File: src/gcm_pkg.sv
// Constants, register indices and carrier types of the global misc control block
package gcm_pkg;

	// Register indices; the byte address is four times the index
	localparam logic [9:0] GCM_IDX_CTRL = 10'h104;
	localparam logic [9:0] GCM_IDX_DRIVE = 10'h10D;
	localparam logic [9:0] GCM_IDX_STATUS = 10'h110;
	localparam logic [9:0] GCM_IDX_OVERRIDE = 10'h120;
	localparam logic [9:0] GCM_IDX_LEVEL = 10'h124;
	localparam logic [9:0] GCM_IDX_STATION_LO = 10'h130;
	localparam logic [9:0] GCM_IDX_STATION_HI = 10'h131;
	localparam logic [9:0] GCM_IDX_IRQ_STATUS = 10'h140;
	localparam logic [9:0] GCM_IDX_IRQ_MASK = 10'h141;

	// In-band status field positions
	localparam int GCM_BIT_GOOD = 31;
	localparam int GCM_BIT_RESP = 30;
	localparam int GCM_BIT_EXEC = 29;
	localparam int GCM_BIT_MISMATCH = 14;
	localparam int GCM_BIT_FORMAT = 13;
	localparam int GCM_BIT_CODE = 12;
	localparam int GCM_BIT_CMD = 11;
	localparam int GCM_BIT_OVERSIZE = 10;
	localparam int GCM_LOC_MSB = 6;

	// Control field position
	localparam int GCM_BIT_DEST_CHECK = 30;

	// Drive strength field positions and reset values
	localparam int GCM_HS_LSB = 4;
	localparam int GCM_LS_LSB = 0;
	localparam logic [7:0] GCM_DRIVE_RST = 8'h62;

	// Indicator pin count and reset values
	localparam int GCM_PIN_COUNT = 10;
	localparam logic [9:0] GCM_PIN_RST = 10'h000;

	// Frame check values
	localparam logic [15:0] GCM_ACCESS_FORMAT = 16'h9800;
	localparam logic [15:0] GCM_ACCESS_CODE_A = 16'h0001;
	localparam logic [15:0] GCM_ACCESS_CODE_B = 16'h0002;
	localparam logic [15:0] GCM_MAX_FRAME_BYTES = 16'h0140;

	// Station address after reset; value is arbitrary
	localparam logic [47:0] GCM_STATION_RST = 48'h0000_0000_0000;

	// Interrupt event bit count
	localparam int GCM_IRQ_COUNT = 8;

	// Summary of one received in-band management frame, valid for one cycle
	typedef struct packed {
		logic valid; // End of frame strobe
		logic tag_match; // Tag field matches
		logic [47:0] dest_addr; // Destination address
		logic [15:0] access_format; // Access format word
		logic [15:0] access_code; // Access code word
		logic cmd_unknown; // Unrecognised command code seen
		logic [6:0] cmd_loc; // Location of that command code
		logic [15:0] byte_count; // Length incl. zero pad and FCS
	} gcm_frame_s;

endpackage : gcm_pkg

File: src/gcm_misc_ctrl.sv
// Global misc control: drive strength, in-band frame status, indicator overrides
// Contract
// - Good frame sets status bit 31
// - Reply sent sets status bit 30
// - All commands executed sets bit 29
// - Tag-matching frame clears reply, execution, error flags
// - Mismatch flag updates only with check enabled; a tag-matching frame clears it even with check off
// - Destination differing from station sets mismatch
// - Format not 0x9800 sets bit 13
// - Code not 0x0001/0x0002 sets bit 12
// - Unknown command code sets bit 11
// - Over 320 bytes sets bit 10, no reply
// - Bits 6:0 give faulty command location
// - Override bit chooses indicator or general output
// - Bit 0 is first port first pin
// - General output pin follows its level bit
// - Override and level bits reset to zero
// - High speed drive bits 6:4, reset 110b
// - Low speed drive bits 2:0, reset 10b
// - Checked mismatching frames are discarded
`timescale 1ns/1ps

module gcm_misc_ctrl (
	input wire logic SYS_CLK_I,
	input wire logic RESET_I,
	input wire logic WB_CYC_I,
	input wire logic WB_STB_I,
	input wire logic WB_WE_I,
	input wire logic [11:0] WB_ADR_I,
	input wire logic [3:0] WB_SEL_I,
	input wire logic [31:0] WB_DAT_I,
	output logic [31:0] WB_DAT_O,
	output logic WB_ACK_O,
	input wire gcm_pkg::gcm_frame_s FRAME_I,
	input wire logic RESP_SENT_I,
	input wire logic EXEC_DONE_I,
	input wire logic [9:0] INDICATOR_STATUS_I,
	output logic [9:0] INDICATOR_PIN_O,
	output logic [2:0] HS_DRIVE_O,
	output logic [2:0] LS_DRIVE_O,
	output logic DISCARD_O,
	output logic NO_REPLY_O,
	output logic IRQ_O
);
	import gcm_pkg::*;

	// Byte-lane merge of a write into a stored word
	function automatic logic [31:0] lane_merge(
		input logic [31:0] old_val,
		input logic [31:0] new_val,
		input logic [3:0] sel
	);
		logic [31:0] res;
		res = old_val;
		for (int b = 0; b < 4; b++) begin
			if (sel[b]) begin
				res[b*8 +: 8] = new_val[b*8 +: 8];
			end
		end
		return res;
	endfunction : lane_merge

	// Write strobe decode for one register index
	function automatic logic wr_hit(
		input logic strobe,
		input logic [9:0] idx,
		input logic [9:0] want
	);
		return strobe && (idx == want);
	endfunction : wr_hit

	// Bus decode
	logic [9:0] bus_idx; // Word index of the access
	logic bus_req, bus_wr; // New request and new write, not yet answered
	logic [31:0] rd_word; // Read value of the addressed register
	logic [31:0] wr_merged; // Addressed register with the write's byte lanes applied

	// Software state
	logic dest_check; // Destination check enable
	logic [7:0] drive; // Drive strength register, reserved bits kept
	logic [9:0] override; // Per-pin general output select
	logic [9:0] level; // Per-pin general output level
	logic [47:0] station; // Programmed station address
	logic [7:0] irq_status; // Sticky event bits
	logic [7:0] irq_mask; // Interrupt enables

	// In-band status flags, kept until the next tag-matching frame
	logic st_good, st_resp, st_exec, st_mismatch, st_format, st_code, st_cmd, st_oversize;
	logic [6:0] st_loc; // Faulty command location

	// Frame evaluation
	logic fr_done; // Frame summary strobe
	logic fr_clear; // Frame that restarts the flags
	logic err_mismatch, err_format, err_code, err_cmd, err_oversize; // This frame's errors
	logic fr_good;
	logic [7:0] irq_event; // One-cycle event vector
	logic [7:0] irq_clear; // Write-one-to-clear bits

	// Request decode; a request already acknowledged is not taken twice
	assign bus_idx = WB_ADR_I[11:2];
	assign bus_req = WB_CYC_I && WB_STB_I && !WB_ACK_O;
	assign bus_wr = bus_req && WB_WE_I;
	assign wr_merged = lane_merge(rd_word, WB_DAT_I, WB_SEL_I);

	// Checks on the frame summary
	always_comb begin
		fr_done = FRAME_I.valid;
		fr_clear = FRAME_I.valid && FRAME_I.tag_match;
		err_mismatch = dest_check && (FRAME_I.dest_addr != station);
		err_format = FRAME_I.access_format != GCM_ACCESS_FORMAT;
		err_code = (FRAME_I.access_code != GCM_ACCESS_CODE_A) &&
			(FRAME_I.access_code != GCM_ACCESS_CODE_B);
		err_cmd = FRAME_I.cmd_unknown;
		err_oversize = FRAME_I.byte_count > GCM_MAX_FRAME_BYTES;
		fr_good = !(err_mismatch || err_format || err_code || err_cmd || err_oversize);
	end

	// Bus answer: one wait-free cycle, ack drops the cycle after
	always_ff @(posedge SYS_CLK_I) begin
		if (RESET_I) begin
			WB_ACK_O <= 1'b0;
		end else begin
			WB_ACK_O <= bus_req;
		end
	end

	// Read data captured with the ack
	always_ff @(posedge SYS_CLK_I) begin
		if (RESET_I) begin
			WB_DAT_O <= 32'h0000_0000;
		end else if (bus_req) begin
			WB_DAT_O <= rd_word;
		end
	end

	// Read mux; unmapped words and reserved bits read zero, except drive bits 7 and 3, which read back
	always_comb begin
		rd_word = 32'h0000_0000;
		case (bus_idx)
			GCM_IDX_CTRL: begin
				rd_word[GCM_BIT_DEST_CHECK] = dest_check;
			end
			GCM_IDX_DRIVE: begin
				rd_word[7:0] = drive;
			end
			GCM_IDX_STATUS: begin
				rd_word[GCM_BIT_GOOD] = st_good;
				rd_word[GCM_BIT_RESP] = st_resp;
				rd_word[GCM_BIT_EXEC] = st_exec;
				rd_word[GCM_BIT_MISMATCH] = st_mismatch;
				rd_word[GCM_BIT_FORMAT] = st_format;
				rd_word[GCM_BIT_CODE] = st_code;
				rd_word[GCM_BIT_CMD] = st_cmd;
				rd_word[GCM_BIT_OVERSIZE] = st_oversize;
				rd_word[GCM_LOC_MSB:0] = st_loc;
			end
			GCM_IDX_OVERRIDE: begin
				rd_word[9:0] = override;
			end
			GCM_IDX_LEVEL: begin
				rd_word[9:0] = level;
			end
			GCM_IDX_STATION_LO: begin
				rd_word = station[31:0];
			end
			GCM_IDX_STATION_HI: begin
				rd_word[15:0] = station[47:32];
			end
			GCM_IDX_IRQ_STATUS: begin
				rd_word[7:0] = irq_status;
			end
			GCM_IDX_IRQ_MASK: begin
				rd_word[7:0] = irq_mask;
			end
			default: begin
				rd_word = 32'h0000_0000;
			end
		endcase
	end

	// Control register; only the destination check bit lives here
	always_ff @(posedge SYS_CLK_I) begin
		if (RESET_I) begin
			dest_check <= 1'b0;
		end else if (wr_hit(bus_wr, bus_idx, GCM_IDX_CTRL)) begin
			dest_check <= wr_merged[GCM_BIT_DEST_CHECK];
		end
	end

	// Drive strength; reserved bits are plain storage
	always_ff @(posedge SYS_CLK_I) begin
		if (RESET_I) begin
			drive <= GCM_DRIVE_RST;
		end else if (wr_hit(bus_wr, bus_idx, GCM_IDX_DRIVE) && WB_SEL_I[0]) begin
			drive <= WB_DAT_I[7:0];
		end
	end

	// Settings go straight to the pad controls
	assign HS_DRIVE_O = drive[GCM_HS_LSB +: 3];
	assign LS_DRIVE_O = drive[GCM_LS_LSB +: 3];

	// Pin override and level registers
	always_ff @(posedge SYS_CLK_I) begin
		if (RESET_I) begin
			override <= GCM_PIN_RST;
			level <= GCM_PIN_RST;
		end else begin
			if (wr_hit(bus_wr, bus_idx, GCM_IDX_OVERRIDE)) begin
				override <= wr_merged[9:0];
			end
			if (wr_hit(bus_wr, bus_idx, GCM_IDX_LEVEL)) begin
				level <= wr_merged[9:0];
			end
		end
	end

	// Station address, compared against each checked frame
	always_ff @(posedge SYS_CLK_I) begin
		if (RESET_I) begin
			station <= GCM_STATION_RST;
		end else begin
			if (wr_hit(bus_wr, bus_idx, GCM_IDX_STATION_LO)) begin
				station[31:0] <= wr_merged;
			end
			if (wr_hit(bus_wr, bus_idx, GCM_IDX_STATION_HI)) begin
				station[47:32] <= wr_merged[15:0];
			end
		end
	end

	// Good flag set by any good frame, cleared by a tag-matching frame with errors
	always_ff @(posedge SYS_CLK_I) begin
		if (RESET_I) begin
			st_good <= 1'b0;
		end else if (fr_done && fr_good) begin
			st_good <= 1'b1;
		end else if (fr_clear) begin
			st_good <= 1'b0;
		end
	end

	// Reply and execution flags; a set in the clearing cycle wins
	always_ff @(posedge SYS_CLK_I) begin
		if (RESET_I) begin
			st_resp <= 1'b0;
			st_exec <= 1'b0;
		end else begin
			if (RESP_SENT_I) begin
				st_resp <= 1'b1;
			end else if (fr_clear) begin
				st_resp <= 1'b0;
			end
			if (EXEC_DONE_I) begin
				st_exec <= 1'b1;
			end else if (fr_clear) begin
				st_exec <= 1'b0;
			end
		end
	end

	// Error flags: restart on a tag match, otherwise accumulate
	always_ff @(posedge SYS_CLK_I) begin
		if (RESET_I) begin
			st_mismatch <= 1'b0;
			st_format <= 1'b0;
			st_code <= 1'b0;
			st_cmd <= 1'b0;
			st_oversize <= 1'b0;
		end else if (fr_clear) begin
			// New errors of the same frame override the clear
			st_mismatch <= err_mismatch;
			st_format <= err_format;
			st_code <= err_code;
			st_cmd <= err_cmd;
			st_oversize <= err_oversize;
		end else if (fr_done) begin
			st_mismatch <= st_mismatch | err_mismatch;
			st_format <= st_format | err_format;
			st_code <= st_code | err_code;
			st_cmd <= st_cmd | err_cmd;
			st_oversize <= st_oversize | err_oversize;
		end
	end

	// Command location is only meaningful while the command flag is set
	always_ff @(posedge SYS_CLK_I) begin
		if (RESET_I) begin
			st_loc <= 7'h00;
		end else if (fr_done && err_cmd && !(st_cmd && !fr_clear)) begin
			st_loc <= FRAME_I.cmd_loc;
		end else if (fr_clear) begin
			st_loc <= 7'h00;
		end
	end

	// Frame verdicts toward the parser, one-cycle pulses
	always_ff @(posedge SYS_CLK_I) begin
		if (RESET_I) begin
			DISCARD_O <= 1'b0;
			NO_REPLY_O <= 1'b0;
		end else begin
			DISCARD_O <= fr_done && err_mismatch;
			// Oversize and discarded frames must not be answered
			NO_REPLY_O <= fr_done && (err_oversize || err_mismatch);
		end
	end

	// Event vector in interrupt bit order
	always_comb begin
		irq_event[0] = fr_done && fr_good;
		irq_event[1] = RESP_SENT_I;
		irq_event[2] = EXEC_DONE_I;
		irq_event[3] = fr_done && err_mismatch;
		irq_event[4] = fr_done && err_format;
		irq_event[5] = fr_done && err_code;
		irq_event[6] = fr_done && err_cmd;
		irq_event[7] = fr_done && err_oversize;
		irq_clear = 8'h00;
		if (wr_hit(bus_wr, bus_idx, GCM_IDX_IRQ_STATUS) && WB_SEL_I[0]) begin
			irq_clear = WB_DAT_I[7:0];
		end
	end

	// Sticky interrupt status; an event beats a clear in the same cycle
	always_ff @(posedge SYS_CLK_I) begin
		if (RESET_I) begin
			irq_status <= 8'h00;
		end else begin
			irq_status <= (irq_status & ~irq_clear) | irq_event;
		end
	end

	// Interrupt mask
	always_ff @(posedge SYS_CLK_I) begin
		if (RESET_I) begin
			irq_mask <= 8'h00;
		end else if (wr_hit(bus_wr, bus_idx, GCM_IDX_IRQ_MASK) && WB_SEL_I[0]) begin
			irq_mask <= WB_DAT_I[7:0];
		end
	end

	// Level interrupt, one cycle behind the status
	always_ff @(posedge SYS_CLK_I) begin
		if (RESET_I) begin
			IRQ_O <= 1'b0;
		end else begin
			IRQ_O <= |(irq_status & irq_mask);
		end
	end

	// Registered pin select, glitch-free at the pad; index 0 is first port's first pin
	for (genvar p = 0; p < GCM_PIN_COUNT; p++) begin : g_pin
		always_ff @(posedge SYS_CLK_I) begin
			if (RESET_I) begin
				INDICATOR_PIN_O[p] <= 1'b0;
			end else if (override[p]) begin
				INDICATOR_PIN_O[p] <= level[p];
			end else begin
				INDICATOR_PIN_O[p] <= INDICATOR_STATUS_I[p];
			end
		end
	end

endmodule : gcm_misc_ctrl

File: config.mk
export PLATFORM = sky130hd
export DESIGN_NAME = gcm_misc_ctrl
export DESIGN_NICKNAME = d
export VERILOG_FILES = /design/src/gcm_pkg.sv /design/src/gcm_misc_ctrl.sv
export SDC_FILE = /design/constraint.sdc
export NUM_CORES = 1
export LEC_CHECK = 0
export BUFFER_PORTS_ARGS = -buffer_cell sky130_fd_sc_hd__clkbuf_2
export CAP_MARGIN = 10
export CORE_MARGIN = 3
export CORE_UTILIZATION = 58
export CTS_BUF_LIST = sky130_fd_sc_hd__clkbuf_4 sky130_fd_sc_hd__clkbuf_8
export DETAILED_ROUTE_END_ITERATION = 8
export GPL_TIMING_DRIVEN = 0
export HOLD_SLACK_MARGIN = 0.15
export PLACE_DENSITY = 0.84
export SLEW_MARGIN = 20
export SYNTH_ARGS = -nofsm -noshare
export SYNTH_HDL_FRONTEND = slang
export SYNTH_SLANG_ARGS = --single-unit
File: constraint.sdc
create_clock -name SYS_CLK_I -period 5.21 [get_ports SYS_CLK_I]
set_input_delay 0.7815 -clock SYS_CLK_I [delete_from_list [all_inputs] [get_ports SYS_CLK_I]]
set_output_delay 0.7815 -clock SYS_CLK_I [all_outputs]
set_load 0.02 [all_outputs]
Word level (Yosys, flattened, before mapping)
Cells that the tools add are included.
{ "word_totals": {"in_bits": 171, "out_inout_bits": 52, "regBits": 154} }
{ "classes": {"n_bitwise": 9, "n_lt_le_gt_ge": 1, "muxes": 40, "eq_ne": 13, "n_reduce_logical": 41} }
{ "op_table": {"columns": ["cell", "count"], "rows": [
  ["10-bit by 9-bit equality test with 1-bit output, second input constant", 9],
  ["7-bit one-hot mux with 8 select lines", 1],
  ["48-bit != test", 1],
  ["8-bit two-way mux", 5],
  ["1-bit logical AND", 26],
  ["1-bit two-way mux", 24],
  ["8-bit bitwise AND", 2],
  ["16-bit by 9-bit greater-than comparator with 1-bit output, second input constant", 1],
  ["16-bit by 1-bit != test with 1-bit output, second input constant", 1],
  ["16-bit != test, second input constant", 1],
  ["16-bit by 2-bit != test with 1-bit output, second input constant", 1],
  ["5-bit one-hot mux with 3 select lines", 1],
  ["7-bit two-way mux", 2],
  ["13-bit two-way mux", 1],
  ["2-bit nonzero test", 5],
  ["8-bit inverter", 1],
  ["8-bit bitwise OR", 1],
  ["2-bit one-hot mux with 4 select lines", 1],
  ["8-bit OR reduction", 1],
  ["1-bit one-hot mux with 7 select lines", 1],
  ["1-bit one-hot mux with 2 select lines", 3],
  ["1-bit logical OR", 5],
  ["1-bit bitwise OR", 5],
  ["1-bit zero test", 4],
  ["1-bit one-hot mux with 3 select lines", 1]
]} }

Depth between registers and ports, before layout
{ "depth": {"word_depth": 9, "ltp_mapped": 8, "depth_no_buf": 5} }

Least setup slack after synthesis
OpenSTA, ideal clock, no wires.
{ "synth_timing": {"kind": "input to register", "from": "input WB_ADR_I[9]", "to": "register station[32]", "arrival_time_ns": 2.213, "stages": 5, "setup_time_ns": 0.140, "required_ns": 5.070, "path_slack_ns": 2.857, "path_cell_list": "or4b_4 -> nor4_4 -> nor2b_1 -> buf_2 -> a211oi_2"} }
{ "synth_between": {"elab_chain_cells": 3, "elab_cells_between_ends": 11, "classes_between": "eq/ne (8); mux (2); reduce/logical (1)"} }
{ "synth_rtl": {"columns": ["element", "line_no", "text"], "rows": [
  ["start, declared", "gcm_misc_ctrl.sv:29", "input wire logic [11:0] WB_ADR_I,"],
  ["10-bit by 9-bit equality test with 1-bit output (on tied branches)", "gcm_misc_ctrl.sv:139, gcm_misc_ctrl.sv:69", null],
  ["7-bit one-hot mux with 8 select lines", "gcm_misc_ctrl.sv:139", "case (bus_idx)"],
  ["8-bit two-way mux", "gcm_misc_ctrl.sv:56", "if (sel[b]) begin"],
  ["end signal, assigned", "gcm_misc_ctrl.sv:227", "station[47:32] <= wr_merged[15:0];"],
  ["end, declared", "gcm_misc_ctrl.sv:83", "logic [47:0] station;"]
]} }
Parallel ways exist; a longest one is shown, timed or not.
A chain may end at the register's enable or synchronous reset.

Final worst setup path
{ "layout_timing": {"from": "input WB_ADR_I[4]", "to": "register override[5]"} }
{ "layout_between": {"elab_chain_cells": 3, "elab_cells_between_ends": 11, "classes_between": "eq/ne (8); mux (2); reduce/logical (1)"} }
{ "layout_rtl": {"columns": ["element", "line_no", "text"], "rows": [
  ["10-bit by 9-bit equality test with 1-bit output (on tied branches)", "gcm_misc_ctrl.sv:139, gcm_misc_ctrl.sv:69", null],
  ["7-bit one-hot mux with 8 select lines", "gcm_misc_ctrl.sv:139", null],
  ["8-bit two-way mux", "gcm_misc_ctrl.sv:56", null],
  ["end signal, assigned", "gcm_misc_ctrl.sv:210", "override <= wr_merged[9:0];"],
  ["end, declared", "gcm_misc_ctrl.sv:81", "logic [9:0] override;"]
]} }
Parallel ways exist; a longest one is shown, timed or not.

==> flow_metrics.tcl <==
set metrics [dict create \
    p_per_area_nw_per_um2 266 \
    tns_ps 0 \
    ff2ff_setup_slack_ps 2900 \
    timing.rr.end "station[29]$_SDFFE_PP0P_" \
    hp-start "WB_DAT_O[23]$_SDFFE_PP0P_" \
    synthArstFlopShare_pct 0 \
    clockBufferDepth 2 \
    die_w_um 120 \
    yosys_warnings 0 \
    rows 41 \
    cts_tree "built" \
    synth_ff_type "dfxtp_1" \
    r2r_start "WB_ACK_O$_SDFF_PP0_" \
    netlist.area_leader.share_pct 40.6 \
    synth_edf_count 0 \
    finalCritPeriodShare_pct 50.3 \
    wirelength_um 26300 \
    worstMarginPinSlew_ps 980 \
    ios 223 \
    die_h_um 120 \
    gp_congestion 1.06 \
    clk_latency_ps 480 \
    grt_usage_pct 35.3 \
    viasPerCell 6.16 \
    hp-class "reg2reg" \
    numCtsBuffers 17 \
    core_area_sq_um 12700 \
    ys_seq_elements 154 \
    nFillCells 1077 \
    first_global_vias 7512 \
    register_area_sq_um 3080 \
    final-setup-viol-count 0 \
    nets 1296 \
    die_area_sq_um 14500 \
    synthDistinctLibCells 64 \
    cts_htree_levels 4 \
    crit_fanout 10 \
    synthTopCellsByArea "dfxtp_1 41%, mux2i_1 7.9%, nand2_1 6.0%" \
    drtIter0Drc 1039 \
    crit_path_start_kind "primary input" \
    antenna_found_initial 0 \
    hpwl_um 20300 \
    start_util_pct 59.6 \
    syn_area_per_cell_sq_um 8.52 \
    areaGrowthSynthToFinish_pct 22.8 \
    postCtsHoldBufs 0 \
    path_clk_slew_ps 80 \
    skew_ps 14.0 \
    rsz0062_at_grt "false" \
    maxSlewHeadroom_pct 34.2 \
    postCtsSetupBuffers 0 \
    numPortBuffers 216 \
    multi_input_area_sq_um 4110 \
    vias 8076 \
    antenna_left 0 \
    fmax_ghz 0.381 \
    post_cts_resized 0 \
    finalHoldViolCount 0 \
    diodes 0 \
    min_to "WB_DAT_O[23]$_SDFFE_PP0P_" \
    syn_inst 890 \
    max-vdd-ir-drop_uv 152 \
    seq_area_frac_synth_pct 40.6 \
    worstSetupPathType "in2reg" \
    status "finished, final reports clean" \
    final_layout_size_suffix_gt1_share_pct 26.8 \
    grt_max_degree 17 \
    syn_area_sq_um 7580 \
    synthesis.nets 1061 \
    hold_depth 2 \
    final_common_cell "clkbuf_2" \
    worstPathRequired_ps 5510 \
    routedWlPerCell_um 20.1 \
    overflow 0 \
    utilization_pct 73.2 \
    finalMaxSlewViolations 0 \
    first_pass_iters 9 \
    drcViolationCount 0 \
    root_buffer "clkbuf_8" \
    final_cell_mix "216 x clkbuf_2, 154 x dfxtp_1, 122 x nand2_1" \
    arrival_ps 2920 \
    worstRegToRegCells 5 \
    p_leak_uw 0.00361 \
    cts.sink_count 154 \
    cap_violations 0 \
    grt_pass1_wl_um 39000 \
    end_kind "register" \
    min_period_ps 2620 \
    yosys.area.top_type "dfxtp_1" \
]
[cells in the mapped netlist, types with 2 or more instances]
master,instances
a211oi_1,34
nor4_2,2
clkbuf_1,32
nor2_1,56
a221oi_1,3
a32oi_1,5
nor3_1,16
and3_1,6
nand4_1,15
and4_1,2
or3_1,11
a211oi_2,6
o32ai_1,12
mux2_2,15
o31ai_1,2
buf_1,6
or4_1,3
nor2b_1,10
mux2i_1,60
nor4_4,2
a21oi_1,85
dfxtp_1,154
o21ai_1,6
nand2_1,122
a22oi_1,4
xnor2_1,48
nor4_1,10
nand3_1,34
o21ai_0,30
inv_1,33
a31oi_1,7
a21o_1,2
buf_4,7
nand2b_1,2
nor3b_1,2
buf_2,12
and2_1,2
o311ai_0,5
o2bb2ai_1,2
[metal layers]
layer	up-vias	share of wire [%]	GRT usage (%)	wire length (um)
li1	3652	-	-	-
met4	0	4.7	17.6	1230
met5	-	0	0	0
met2	576	45	57.0	11900
met1	3741	38	43.4	10100
met3	107	12	9.64	3110
[layout make-up]
class	instances	area share (%)
tap	172	2.31
sequential	154	33.1
clock buffer	25	3.43
timing repair buffer	216	11.6
clock inverter	7	1.21
multi-input combinational	645	44.1
inverter	33	1.33
buffer	58	2.86
[where the power goes]
group          internal (uW)  total (uW)  switching (uW)
Combinational            105         273             169
Clock                    544         991             447
Sequential              1200        1210            13.1
Total                   1840        2470             628
[worst max-delay path: stages]
cell,delay (ps)
clkbuf_2,110
buf_2,210
nor3b_1,200
and3_1,200
buf_2,190
o2bb2ai_1,200
a211oi_1,810
a221oi_1,210
[state kept, by name (all words and copies together) (netlist names), 7 cells and up]
register and flops:
irq_status 8, WB_DAT_O 32, override 10, st_loc 7
level 10, irq_mask 8, drive 8, INDICATOR_PIN_O 10
station 48
[stage by stage]
step / setup WS [ps] / cells / cell area, sq um / total power [uW] / hold WS [ps]
finish: 2590 / 1310 / 9310 / 2470 / 452
global route: 2520 / 1310 / 9310 / 2530 / 477
global placement: 2190 / 1278 / 8880 / 1500 / 441
CTS: 2700 / 1310 / 9310 / 2450 / 455
floorplan: 2860 / 890 / 7580 / 1360 / 433
detailed placement: 2200 / 1278 / 8880 / 1500 / 445
[worst max path at each step]
stage,endpoint,start,cells after the start
6_report,override[5]$_SDFFE_PP0P_,WB_ADR_I[4],8
5_1_grt,override[5]$_SDFFE_PP0P_,WB_ADR_I[4],8
4_1_cts,override[5]$_SDFFE_PP0P_,WB_ADR_I[4],8
3_5_place_dp,override[5]$_SDFFE_PP0P_,WB_ADR_I[4],8
3_3_place_gp,override[5]$_SDFFE_PP0P_,WB_ADR_I[4],8
2_1_floorplan,station[32]$_SDFFE_PP0P_,WB_ADR_I[9],5
[cells by family (layout without fill, tap and decap cells)]
logic type / Yosys count / count (layout) / share of synthesized area (%)
compound gates: 211 / 211 / 17.8
xor+xnor: 49 / 49 / 5.66
buf+inv: 91 / 339 / 5.15
flops: 154 / 154 / 40.6
mux: 75 / 75 / 10.1
simple gates: 310 / 310 / 20.6
(Power assumes the default switching activity.)
